--- config.mk ---
export PLATFORM = sky130hd
export DESIGN_NAME = acs_status
export DESIGN_NICKNAME = d
export VERILOG_FILES = /design/src/logic/acs_pkg.sv /design/src/logic/acs_status.sv
export VERILOG_INCLUDE_DIRS = /design/src /design/src/logic
export SDC_FILE = /design/constraint.sdc
export NUM_CORES = 1
export LEC_CHECK = 0
export ABC_AREA = 0
export BUFFER_PORTS_ARGS = -buffer_cell sky130_fd_sc_hd__buf_2
export CORE_AREA = 2 2 69 71
export CTS_BUF_LIST = sky130_fd_sc_hd__clkbuf_4 sky130_fd_sc_hd__clkbuf_8
export DETAILED_ROUTE_END_ITERATION = 6
export DIE_AREA = 0 0 71 73
export GPL_TIMING_DRIVEN = 0
export PLACE_DENSITY = 0.7
export SYNTH_ARGS = -nofsm -noshare
export SYNTH_HDL_FRONTEND = slang
export SYNTH_SLANG_ARGS = --single-unit
--- constraint.sdc ---
create_clock -name sys_clk -period 2 [get_ports sys_clk]
set_clock_uncertainty 0.15 [all_clocks]
set_input_delay 0.4 -clock sys_clk [delete_from_list [all_inputs] [get_ports sys_clk]]
set_output_delay 0.4 -clock sys_clk [all_outputs]
set_load 0.01 [all_outputs]
--- src/logic/acs_regs.svh ---
/*
  Register offsets, field positions, reset values and widths of the
  converter status and special channel block.
  Assumes it is included by its bare name, once per compile unit.
*/
// Operation
// - The sequence-done flag, bit 7 of the status register, is set after every finished sequence.
// - That flag clears on a one written to it, any sequence-start write, or a result read with fast clear.
// - With edge triggering selected, a trigger edge during a running sequence sets the overrun flag in bit 5.
// - The trigger overrun flag clears on a one written, a setup register write, or a sequence-start write.
// - Writing a result slot whose conversion-done flag is still set sets the result overrun flag in bit 4.
// - The result overrun flag clears on a one written or on any sequence start, by write or by trigger.
// - Bits 3:0 of the status register show the 4-bit index of the slot taking the current result.
// - Outside FIFO mode the counter returns to zero at sequence start and end; in FIFO mode it carries on.
// - The counter wraps from its top value back to zero.
// - Any control register write that aborts or starts a conversion clears the counter, FIFO mode or not.
// - The status register is readable and writable at all times and writes never touch the counter.
// - The first test register reads unpredictable data and takes writes only in special modes.
// - The second test register is always read/write, and bits 7 and 6 read unpredictable.
// - Its bit 0 turns the channel code into a choice among internal special channels.
// - With that bit set and top code bit 0, codes 100, 101, 110 pick high, low and mid reference; others reserved.
// - Continuous mode repeats sequences, but not when external triggering is on.
`ifndef ACS_REGS_SVH
`define ACS_REGS_SVH

// ----------------------------------------------------------------
// Offsets
// ----------------------------------------------------------------
`define ACS_AW          3
`define ACS_DW          8
`define ACS_ADDR_STAT   3'h0
`define ACS_ADDR_TEST0  3'h1
`define ACS_ADDR_TEST1  3'h2
`define ACS_ADDR_IRQST  3'h3
`define ACS_ADDR_IRQMSK 3'h4

// ----------------------------------------------------------------
// Fields
// ----------------------------------------------------------------
`define ACS_SEQ_DONE_BIT  7
`define ACS_TRIG_OVR_BIT  5
`define ACS_RES_OVR_BIT   4
`define ACS_CNT_MSB       3
`define ACS_SC_BIT        0
`define ACS_IRQ_SEQ_BIT   0
`define ACS_IRQ_TRIG_BIT  1
`define ACS_IRQ_RES_BIT   2
`define ACS_TEST1_WMASK   8'h3F

// ----------------------------------------------------------------
// Reset values
// ----------------------------------------------------------------
`define ACS_RST_BYTE    8'h00
`define ACS_RST_CNT     4'h0
`define ACS_RST_IRQ     3'h0

`endif

--- src/logic/acs_pkg.sv ---
/*
  Types shared by the converter status block.
  Assumes the user writes every reference as acs_pkg::name.
*/
package acs_pkg;

  // Register port request, one cycle per strobe
  typedef struct packed {
    logic       wr;
    logic       rd;
    logic [2:0] addr;
    logic [7:0] wdata;
  } acs_req_t;

  // Mode bits held by the setup registers outside this block
  typedef struct packed {
    logic fast_flag_clear_select;
    logic trigger_level_select;
    logic external_trigger_enable;
    logic fifo_mode;
    logic scan_mode;
    logic special_mode;
  } acs_cfg_t;

  // One-cycle events from the sequence controller
  typedef struct packed {
    logic seq_done;
    logic seq_busy;
    logic trig_edge;
    logic trig_start;
    logic conv_step;
    logic result_write;
    logic slot_done_set;
    logic result_read;
    logic setup_write;
    logic start_write;
  } acs_evt_t;

  // Input source chosen by the channel code
  typedef enum logic [4:0] {
    ACS_SRC_EXT  = 5'h01,
    ACS_SRC_HIGH = 5'h02,
    ACS_SRC_LOW  = 5'h04,
    ACS_SRC_MID  = 5'h08,
    ACS_SRC_RSVD = 5'h10
  } acs_src_t;

  typedef struct packed {
    acs_src_t   src;
    logic [3:0] code;
  } acs_chan_t;

endpackage

--- src/logic/acs_status.sv ---
/*
  Status, counter and test registers of the converter sequence
  controller, with a masked interrupt over the three flags.
  Assumes all event and mode inputs come from logic on sys_clk,
  and that strobes on the register port are single cycles.
*/
// The implementer's own choices: the address-and-strobe port and the register addresses.
`timescale 1ns/1ps
`include "acs_regs.svh"

module acs_status (
  input  wire logic              sys_clk,
  input  wire logic              sys_rst,
  input  wire acs_pkg::acs_req_t req,
  output logic [7:0]             rdata,
  input  wire acs_pkg::acs_cfg_t cfg,
  input  wire acs_pkg::acs_evt_t evt,
  input  wire logic [3:0]        channel_code_bits,
  output acs_pkg::acs_chan_t     chan_sel,
  output logic [3:0]             result_slot_counter,
  output logic                   special_channel_enable,
  output logic                   seq_rerun,
  output logic                   irq
);

  // ----------------------------------------------------------------
  // Decode
  // ----------------------------------------------------------------
  logic       wr_stat;
  logic       wr_test0;
  logic       wr_test1;
  logic       wr_irqst;
  logic       wr_irqmsk;
  logic       sw_start;

  assign wr_stat   = req.wr && (req.addr == `ACS_ADDR_STAT);
  assign wr_test0  = req.wr && (req.addr == `ACS_ADDR_TEST0);
  assign wr_test1  = req.wr && (req.addr == `ACS_ADDR_TEST1);
  assign wr_irqst  = req.wr && (req.addr == `ACS_ADDR_IRQST);
  assign wr_irqmsk = req.wr && (req.addr == `ACS_ADDR_IRQMSK);
  // Any new sequence start, software or trigger
  assign sw_start  = evt.start_write || evt.trig_start;

  // ----------------------------------------------------------------
  // Flag events
  // ----------------------------------------------------------------
  logic set_seq;
  logic set_trig;
  logic set_res;
  logic clr_seq;
  logic clr_trig;
  logic clr_res;

  assign set_seq  = evt.seq_done;
  assign set_trig = evt.trig_edge && evt.seq_busy && !cfg.trigger_level_select;
  assign set_res  = evt.result_write && evt.slot_done_set;
  assign clr_seq  = (wr_stat && req.wdata[`ACS_SEQ_DONE_BIT]) || evt.start_write ||
                    (evt.result_read && cfg.fast_flag_clear_select);
  assign clr_trig = (wr_stat && req.wdata[`ACS_TRIG_OVR_BIT]) || evt.setup_write ||
                    evt.start_write;
  assign clr_res  = (wr_stat && req.wdata[`ACS_RES_OVR_BIT]) || sw_start;

  // ----------------------------------------------------------------
  // Status flags
  // ----------------------------------------------------------------
  logic seq_done_flag_r;
  logic trigger_overrun_flag_r;
  logic result_overrun_flag_r;

  always_ff @(posedge sys_clk or posedge sys_rst) begin
    if (sys_rst) begin
      seq_done_flag_r        <= 1'b0;
      trigger_overrun_flag_r <= 1'b0;
      result_overrun_flag_r  <= 1'b0;
    end else begin
      seq_done_flag_r        <= set_seq  || (seq_done_flag_r && !clr_seq);
      trigger_overrun_flag_r <= set_trig || (trigger_overrun_flag_r && !clr_trig);
      result_overrun_flag_r  <= set_res  || (result_overrun_flag_r && !clr_res);
    end
  end

  // ----------------------------------------------------------------
  // Result slot counter
  // ----------------------------------------------------------------
  logic [3:0] cnt_r;
  logic       cnt_clr;

  // control writes clear always; seq edges outside FIFO mode
  assign cnt_clr = evt.setup_write || evt.start_write ||
                   (!cfg.fifo_mode && (evt.trig_start || evt.seq_done));

  // slot index; writes on the register port never reach it
  always_ff @(posedge sys_clk or posedge sys_rst) begin
    if (sys_rst) begin
      cnt_r <= `ACS_RST_CNT;
    end else if (cnt_clr) begin
      cnt_r <= `ACS_RST_CNT;
    end else if (evt.conv_step) begin
      cnt_r <= cnt_r + 4'h1;
    end
  end

  assign result_slot_counter = cnt_r;

  // ----------------------------------------------------------------
  // Test registers
  // ----------------------------------------------------------------
  logic [7:0] test0_r;
  logic [7:0] test1_r;

  always_ff @(posedge sys_clk or posedge sys_rst) begin
    if (sys_rst) begin
      test0_r <= `ACS_RST_BYTE;
    end else if (wr_test0 && cfg.special_mode) begin
      test0_r <= req.wdata;
    end
  end

  // always writable, top two bits not kept
  always_ff @(posedge sys_clk or posedge sys_rst) begin
    if (sys_rst) begin
      test1_r <= `ACS_RST_BYTE;
    end else if (wr_test1) begin
      test1_r <= req.wdata & `ACS_TEST1_WMASK;
    end
  end

  assign special_channel_enable = test1_r[`ACS_SC_BIT];

  // ----------------------------------------------------------------
  // Channel decode
  // ----------------------------------------------------------------
  function automatic acs_pkg::acs_src_t src_of(input logic sc, input logic [3:0] code);
    acs_pkg::acs_src_t s;
    s = acs_pkg::ACS_SRC_EXT;
    if (sc) begin
      unique case (code)
        4'h4:    s = acs_pkg::ACS_SRC_HIGH;
        4'h5:    s = acs_pkg::ACS_SRC_LOW;
        4'h6:    s = acs_pkg::ACS_SRC_MID;
        default: s = acs_pkg::ACS_SRC_RSVD;
      endcase
    end
    return s;
  endfunction

  always_ff @(posedge sys_clk or posedge sys_rst) begin
    if (sys_rst) begin
      chan_sel <= '{src: acs_pkg::ACS_SRC_EXT, code: 4'h0};
    end else begin
      chan_sel <= '{src: src_of(test1_r[`ACS_SC_BIT], channel_code_bits),
                    code: channel_code_bits};
    end
  end

  // ----------------------------------------------------------------
  // Continuous restart
  // ----------------------------------------------------------------
  // repeat only without external trigger
  always_ff @(posedge sys_clk or posedge sys_rst) begin
    if (sys_rst) begin
      seq_rerun <= 1'b0;
    end else begin
      seq_rerun <= evt.seq_done && cfg.scan_mode && !cfg.external_trigger_enable;
    end
  end

  // ----------------------------------------------------------------
  // Interrupt
  // ----------------------------------------------------------------
  logic [2:0] irq_st_r;
  logic [2:0] irq_msk_r;
  logic [2:0] irq_set;

  assign irq_set = {set_res, set_trig, set_seq};

  // Sticky, one written clears, set wins
  always_ff @(posedge sys_clk or posedge sys_rst) begin
    if (sys_rst) begin
      irq_st_r <= `ACS_RST_IRQ;
    end else begin
      irq_st_r <= irq_set | (irq_st_r & ~(wr_irqst ? req.wdata[2:0] : 3'h0));
    end
  end

  always_ff @(posedge sys_clk or posedge sys_rst) begin
    if (sys_rst) begin
      irq_msk_r <= `ACS_RST_IRQ;
    end else if (wr_irqmsk) begin
      irq_msk_r <= req.wdata[2:0];
    end
  end

  assign irq = |(irq_st_r & irq_msk_r);

  // ----------------------------------------------------------------
  // Read port
  // ----------------------------------------------------------------
  logic [7:0] rd_mux;

  // Unmapped addresses read zero
  always_comb begin
    rd_mux = 8'h00;
    unique case (req.addr)
      `ACS_ADDR_STAT:   rd_mux = {seq_done_flag_r, 1'b0, trigger_overrun_flag_r,
                                  result_overrun_flag_r, cnt_r};
      `ACS_ADDR_TEST0:  rd_mux = test0_r;
      `ACS_ADDR_TEST1:  rd_mux = test1_r;
      `ACS_ADDR_IRQST:  rd_mux = {5'h00, irq_st_r};
      `ACS_ADDR_IRQMSK: rd_mux = {5'h00, irq_msk_r};
      default:          rd_mux = 8'h00;
    endcase
  end

  // Data stands only in the cycle after the read strobe
  always_ff @(posedge sys_clk or posedge sys_rst) begin
    if (sys_rst) begin
      rdata <= 8'h00;
    end else begin
      rdata <= req.rd ? rd_mux : 8'h00;
    end
  end

endmodule // acs_status

# Yosys cells after proc, flatten, opt, wreduce, memory -nomap -nowiden
# Cells that the tools add are included.
dict set report classes {
  n_addsub 1
  eq_ne 7
  mux 7
  bitwise_logic 4
  n_reduce_logical 40
}
# operator count
set ops {}
lappend ops {{$pmux 8 s5} 1}
lappend ops {{$logic_and 1x1->1} 19}
lappend ops {{$pmux 5 s3} 1}
lappend ops {{$eq 4x3->1 const B} 3}
lappend ops {{$logic_or 1x1->1} 12}
lappend ops {{$mux 4} 2}
lappend ops {{$mux 8} 1}
lappend ops {{$and 3x3->3} 2}
lappend ops {{$eq 3x2->1 const B} 2}
lappend ops {{$logic_not 1->1} 6}
lappend ops {{$mux 5} 1}
lappend ops {{$add 4x1->4 const B} 1}
lappend ops {{$eq 3x1->1 const B} 1}
lappend ops {{$eq 3x3->1 const B} 1}
lappend ops {{$logic_not 3->1} 1}
lappend ops {{$mux 3} 1}
lappend ops {{$not 3->3} 1}
lappend ops {{$or 3x3->3} 1}
lappend ops {{$reduce_or 3->1} 1}
lappend ops {{$reduce_bool 2->1} 1}
dict set report totals {
  ff_bits 45
  input_bits 35
  out_inout_bits 24
  elab_cells 71
}

# Depth between registers and ports, before layout
# Gate-level depths: netlist (run 1).
dict set report depth {
  depth_word 8
  mapped_depth 5
  mapped_depth_nobuf 4
}

# Worst setup path after synthesis (run 1)
# No wires, ideal clock.
dict set report synth_path {
  path_type {input to register}
  start {in req[8] (netlist bit)}
  end {reg irq_msk_r[0]}
  setup_ns 0.125
  arrival_ns 1.285
  t_required_ns 1.725
  slack_ns 0.440
  stages 4
  n_path_buf 1
  cell_sequence {buf_4 nor2_2 and3_1 mux2_2}
}
dict set report synth_via {
  elab_chain_cells 2
}
# element line_no
set synth_lines {}
lappend synth_lines {{start, declared} acs_status.sv:14} ;# input wire acs_pkg::acs_req_t req,
lappend synth_lines {{$eq 3x3->1} --}
lappend synth_lines {{$logic_and 1x1->1} acs_status.sv:40} ;# assign wr_irqmsk = req.wr && (req.addr == `ACS_ADDR_IRQMSK);
lappend synth_lines {{end signal, assigned} acs_status.sv:188} ;# irq_msk_r <= `ACS_RST_IRQ;
lappend synth_lines {{end signal, assigned} acs_status.sv:190} ;# irq_msk_r <= req.wdata[2:0];
lappend synth_lines {{end, declared} acs_status.sv:172} ;# logic [2:0] irq_msk_r;
# No other way between the ends.
# A chain may end at the register's enable or synchronous reset.

# Worst setup path in the final report (run 1)
dict set report layout_path {
  start {reg irq_st_r[2]}
  end {out irq}
}
dict set report layout_via {
  elab_chain_cells 2
}
# element line_no
set layout_lines {}
lappend layout_lines {{start, declared} acs_status.sv:171} ;# logic [2:0] irq_st_r;
lappend layout_lines {{start signal, assigned} acs_status.sv:180} ;# irq_st_r <= `ACS_RST_IRQ;
lappend layout_lines {{start signal, assigned} acs_status.sv:182} ;# irq_st_r <= irq_set | (irq_st_r & ~(wr_irqst ? req.wdata[2:0] : 3'h0));
lappend layout_lines {{$and 3x3->3} acs_status.sv:194} ;# assign irq = |(irq_st_r & irq_msk_r);
lappend layout_lines {{$reduce_or 3->1} acs_status.sv:194}
lappend layout_lines {{end, declared} acs_status.sv:23} ;# output logic irq
# No other way between the ends.

==> impl_metrics.yaml, run 1 <==
worst_setup_path:
  crit_path_start_kind: "flip-flop"
  worst_setup_path_end_kind: "primary output"
  cp.arrival_ps: 1310
  critical_path_required_ps: 1450
  path_class: "reg2out"
  critPathMaxFanout: 3
timing:
  relSlewSlack_pct: 68.6
  fmax_mhz: 539
  fin_crit_sh_pct: 92.8
  tightest_slew_ps: 466
  finalHoldViolations: 0
  final_max_slew_viol_count: 0
  rsz0062_at_grt: "no"
  finalSetupViolations: 0
  period_needed_ps: 1860
synth:
  ys_types: 40
  ys_warn_count: 0
  synth_commonest_cells: "44 x dfrtp_1, 13 x nand2_1, 12 x nor2_1, 11 x mux2_2, 9 x inv_1"
  syn_avg_cell_area_sq_um: 12.1
  post-synth-top-count-cell: "dfrtp_1"
  synth_area_leaders: "dfrtp_1 57%, mux2_2 6.4%, mux2i_1 4.2%"
  synthCells: 159
  ys_seq_elements: 45
  synth.net_count: 195
  syn_area_sq_mm: 0.00193
  synth-edff-count: 0
  synth_top_area_cell: "dfrtp_1"
  ys.flop_type: "dfrtp_1"
  async_reset_ff_share_pct: 100
  yosysSeqAreaShare_pct: 58.5
  synth_top_area_share_pct: 57.1
floorplan:
  die_area_sq_mm: 0.00518
  start_util_pct: 42.5
  die_h_um: 73
  num_io_pins: 59
  coreArea_sq_mm: 0.00454
  rows: 25
  die_x_um: 71
hold_path:
  holdCritPathClass: "in2reg"
power:
  seqPwrFrac_pct: 53.9
  max-vdd-ir-drop_mv: 0.369
  pwr-share-comb_pct: 15.4
  p_clk_share_pct: 30.7
  power.switching_mw: 0.504
  cell_internal_pwr_mw: 1.49
  power-per-cell-area_mw_per_mm2: 827
  swShare_pct: 25.2
  finalPower_mw: 1.99
  p_leak_nw: 1.23
global_routing:
  grt_first_pass_wirelength_mm: 6.65
  antenna_found_initial: 0
  grt-ovfl-total: 0
  grt_pass1_vias: 1341
  grt_max_degree: 27
  grtUsageTotal_pct: 17.2
run:
  cap_viol_max_count: 0
clock_tree:
  postCtsSetupBuffers: 0
  cts_buffer_depth: 2
  cts_buffers: 5
  clock_latency_ps: 300
  cts_tree: "built"
  clkSinkCount: 45
  h-tree-depth: 2
  cts_root_buf: "clkbuf_8"
  path_clk_slew_ps: 80
routing:
  wl_mm: 4.01
  drt-pass1-iter-count: 4
  vias: 1413
  drc_errors: 0
  drtIter0Drc: 48
  via_per_inst: 5.05
  wire_per_inst_um: 14.3
  ant_nets: 0
place:
  dp_hpwl_mm: 3.05
  place_area_sq_mm: 0.00230
  gp_congestion: 0.804
  portBuffers: 57
final_layout:
  num_antenna_cells: 0
  regArea_sq_mm: 0.00113
  drive_gt1_share_pct: 39.8
  fillers: 405
  multiInputGateArea_sq_um: 737
  fin_nets: 261
  syn2layout_area_growth_pct: 25.1
  final_cell_area_sq_mm: 0.00241
status:
  status: "finished clean"
## layer usage
metal  global-route usage (%)  wire length (um)  vias to the layer above
met2                     27.5              1840                       48
li1                         -                 -                      682
met4                     6.92                68                        0
met5                        0                 0                        -
met3                     5.39               259                        6
met1                     22.0              1840                      677
## path summary, 6_finish.rpt
| kind | from | endpoint | slack (ps) | cells after the start |
|---|---|---|---|---|
| setup / recovery | irq_st_r[2] | irq | 140 | 3 |
| hold / removal | channel_code_bits[3] | chan_sel[3] | 70 | 1 |
| setup reg to reg | irq_st_r[2] | rdata[2] | 760 | 3 |
| hold reg to reg | test1_r[1] | test1_r[1] | 340 | 1 |
| max in group asynchronous | sys_rst | test0_r[1] | 740 | 4 |
| min in group asynchronous | sys_rst | rdata[4] | 480 | 3 |
## final cells by class
| cell class | instances | area share [%] |
|---|---|---|
| multi-input combinational | 101 | 30.5 |
| clock buffer | 7 | 3.99 |
| inverter | 9 | 1.40 |
| clock inverter | 1 | 0.207 |
| buffer | 4 | 1.24 |
| timing repair buffer | 59 | 13.1 |
| sequential | 45 | 46.7 |
| tap | 54 | 2.80 |
## power by group through the flow
stage               registers (mW)  logic, mW  clock network, mW
global placement              1.09      0.300                  0
global route                  1.09      0.346              0.678
detailed placement            1.09      0.312                  0
CTS                           1.08      0.314              0.624
finish                        1.08      0.307              0.612
floorplan                     1.09      0.180                  0
## layout by cell type (no fill, tap or decap), types with 2 or more instances in the layout
| cell type | synthesis | final |
|---|---|---|
| dfrtp_1 | 44 | 44 |
| o21ai_0 | 5 | 5 |
| clkbuf_8 | 0 | 7 |
| o311a_1 | 3 | 3 |
| buf_2 | 0 | 57 |
| nor3b_1 | 3 | 3 |
| a21oi_1 | 3 | 3 |
| nor2_1 | 12 | 12 |
| or2_2 | 3 | 3 |
| o21a_1 | 3 | 3 |
| a21o_1 | 2 | 2 |
| mux2_1 | 5 | 5 |
| nand2b_1 | 3 | 3 |
| inv_1 | 9 | 8 |
| nand2_1 | 13 | 13 |
| mux2_2 | 11 | 11 |
| nand3_1 | 4 | 4 |
| xor2_1 | 2 | 2 |
| buf_4 | 2 | 2 |
| nor3_1 | 3 | 3 |
| mux2i_1 | 8 | 8 |
## registers in the layout (all words and copies together), names as in the netlist, 3 cells and up
| register | count |
|---|---|
| irq_st_r | 3 |
| test1_r | 6 |
| test0_r | 8 |
| chan_sel | 9 |
| irq_msk_r | 3 |
| result_slot_counter | 4 |
| rdata | 8 |
## critical path: stages, from the launching register on
cell,delay (ps)
dfrtp_1,410
a222oi_1,380
inv_1,70
buf_2,140
## stage by stage
stage | instances | hold WS [ps] | util (%) | setup TNS [ps] | setup WS (ps)
final | 280 | 66.5 | 53.2 | 0 | 144
after global routing | 280 | 47.3 | 53.2 | 0 | 43.2
after CTS | 280 | 60.3 | 53.2 | 0 | 134
after detailed placement | 271 | 277 | 50.7 | 0 | 158
after global placement | 270 | 319 | 50.3 | -8050 | -185
after floorplan | 159 | 281 | - | 0 | 392
## logic make-up after synthesis
group	after synthesis	share of synthesized area, %
flops	45	58.5
simple gates	51	14.3
fa+ha+maj	1	0.649
compound gates	22	8.37
xor+xnor	3	1.36
buf+inv	13	3.31
mux	24	13.5
## what timing repair did
action                    in CTS  in global routing
resized for setup              0                  0
hold endpoints to repair      18                  0
hold buffers                   1                  0
Note: power is estimated with default switching activity, not from simulation.
==> run 2, diff against run 1 <==
--- a/config.mk
+++ b/config.mk
@@ -13,7 +13,7 @@
 export DETAILED_ROUTE_END_ITERATION = 6
 export DIE_AREA = 0 0 71 73
 export GPL_TIMING_DRIVEN = 0
-export PLACE_DENSITY = 0.7
+export PLACE_DENSITY = 0.72
 export SYNTH_ARGS = -nofsm -noshare
 export SYNTH_HDL_FRONTEND = slang
 export SYNTH_SLANG_ARGS = --single-unit
==> constraint.sdc (replaced) <==
create_clock -name sys_clk -period 1.6 [get_ports sys_clk]
set_clock_uncertainty 0.15 [all_clocks]
set_input_delay 0.32 -clock sys_clk [delete_from_list [all_inputs] [get_ports sys_clk]]
set_output_delay 0.32 -clock sys_clk [all_outputs]
set_load 0.01 [all_outputs]
==> run 2 against run 1 <==
Net effect:
- the run now ends with setup timing left
- critical endpoint unchanged
- utilization is 0.66 points higher
- final cell count is 1.8% higher
- critical path type unchanged
- combinational power is 32% higher
- global-route usage is 0.46 points higher
- first-iteration DRC count is 42% higher
- sequential power is 24% higher
- critical path depth stayed put
- worst hold slack worse by 32 ps
==> impl_metrics.yaml, run 2 (synthesized netlist as in run 1, its figures left out) <==
status:
  status: "finished with violations"
  violations: "setup timing"
worst_setup_path:
  path_class: "reg2out"
  critical_path_required_ps: 1130
  cp.arrival_ps: 1280
  crit_path_start_kind: "flip-flop"
  critPathMaxFanout: 2
  worst_setup_path_end_kind: "primary output"
clock_tree:
  cts_tree: "built"
  clkSinkCount: 45
  clock_latency_ps: 300
  ctsResizeCount: 0
  cts_buffers: 5
  cts_root_buf: "clkbuf_8"
  cts_buffer_depth: 2
  path_clk_slew_ps: 80
  h-tree-depth: 2
floorplan:
  rows: 25
  coreArea_sq_mm: 0.00454
  num_io_pins: 59
  die_x_um: 71
  die_h_um: 73
  die_area_sq_mm: 0.00518
  start_util_pct: 42.5
global_routing:
  grt_first_pass_wirelength_mm: 6.92
  antenna_found_initial: 0
  grt_max_degree: 45
  grt_pass1_vias: 1414
  grtUsageTotal_pct: 17.7
  grt-ovfl-total: 0
run:
  cap_viol_max_count: 0
timing:
  rsz0062_at_grt: "yes"
  period_needed_ps: 1750
  finalHoldViolations: 0
  fin_crit_sh_pct: 109
  finalSetupViolations: 1
  relSlewSlack_pct: 70.5
  setup_ws_ps: -152
  tightest_slew_ps: 438
  final_max_slew_viol_count: 0
  fmax_mhz: 571
  whs_ps: 34.7
final_layout:
  final_cell_area_sq_mm: 0.00244
  num_antenna_cells: 0
  syn2layout_area_growth_pct: 26.7
  largest_reg_flops: 9
  most-common-layout-cells: "57 x buf_2, 44 x dfrtp_1, 13 x nand2_1, 12 x nor2_1, 11 x mux2_2"
  drive_gt1_share_pct: 39.8
  reg_top3: "chan_sel: 9 flops, rdata: 8 flops, test0_r: 8 flops"
  fin_nets: 266
  regMostFlops: "chan_sel"
  final_common_cell: "buf_2"
place:
  gp_congestion: 0.790
  dp_hpwl_mm: 3.00
  portBuffers: 57
  place_area_sq_mm: 0.00230
  pre_cts_ws_ps: -128
routing:
  drt-pass1-iter-count: 4
  drtIter0Drc: 68
  drc_errors: 0
  wire_per_inst_um: 14.5
  via_per_inst: 5.13
  wl_mm: 4.13
  vias: 1462
  ant_nets: 0
power:
  seqPwrFrac_pct: 55.2
  swShare_pct: 26.5
  p_clk_share_pct: 28.2
  p_leak_nw: 1.25
  finalPower_mw: 2.43
  power-per-cell-area_mw_per_mm2: 997
  cell_internal_pwr_mw: 1.79
  max-vdd-ir-drop_mv: 0.460
  pwr-share-comb_pct: 16.6
  power.switching_mw: 0.646
hold_path:
  holdCritPathClass: "in2reg"
run 2: changes by cell type in the layout (fill, tap and decap cells not counted):
cell / previous run / this run
clkinvlp_4: 0 / 1
clkinv_2: 1 / 2
buf_4: 2 / 4
dlygate4sd3_1: 1 / 4
clkbuf_8: 7 / 5
run 2: layer usage:
metal	vias to the layer above	share of wire, %	GRT usage [%]
met2	49	47	28.6
met5	-	0	0
met4	0	1.6	7.13
met3	6	5.4	4.28
met1	706	46	23.1
li1	701	-	-
run 2: through the flow:
stage / instances / setup TNS (ps) / utilization, %
CTS: 285 / -161 / 53.8
finish: 285 / -152 / 53.8
global route: 285 / -247 / 53.8
floorplan: 159 / 0 / -
global placement: 270 / -22740 / 50.3
detailed placement: 271 / -1390 / 50.7
run 2: repair_timing:
action	CTS	global route
pin swaps	1	0
setup endpoints to repair	1	1
hold buffers	4	0
gates cloned	0	0
buffers inserted	2	0
endpoints found under the hold margin	47	0
run 2: final timing paths:
check | slack, ps | depth (start not counted) | endpoint | start
hold / removal | 30 | 1 | chan_sel[1] | channel_code_bits[1]
hold reg to reg | 340 | 1 | test1_r[4] | test1_r[4]
max in group asynchronous | 590 | 4 | chan_sel[4] | sys_rst
min in group asynchronous | 260 | 3 | rdata[4] | sys_rst
setup reg to reg | 240 | 4 | rdata[2] | irq_st_r[2]
setup / recovery | -150 | 3 | irq | irq_st_r[2]
run 2: layout make-up:
cell class	instances	area [sq um]
Buffer	4	30.0
Clock buffer	5	68.8
Clock inverter	3	17.5
Fill cell	401	2090
Inverter	9	33.8
Multi-Input combinational cell	101	737
Sequential cell	45	1130
Tap cell	54	67.6
Timing Repair Buffer	64	360
run 2: power groups by stage:
stage                     logic [mW]  clock network (mW)  registers, mW
after global placement         0.375                   0           1.36
after detailed placement       0.389                   0           1.37
final                          0.405               0.686           1.34
after global routing           0.457               0.755           1.36
after floorplan                0.225                   0           1.37
after CTS                      0.411               0.707           1.34
run 2: worst max-delay path, cell delays in order (launching register included):
cell      delay (ps)
dfrtp_1          410
a222oi_1         360
inv_1             70
buf_2            140
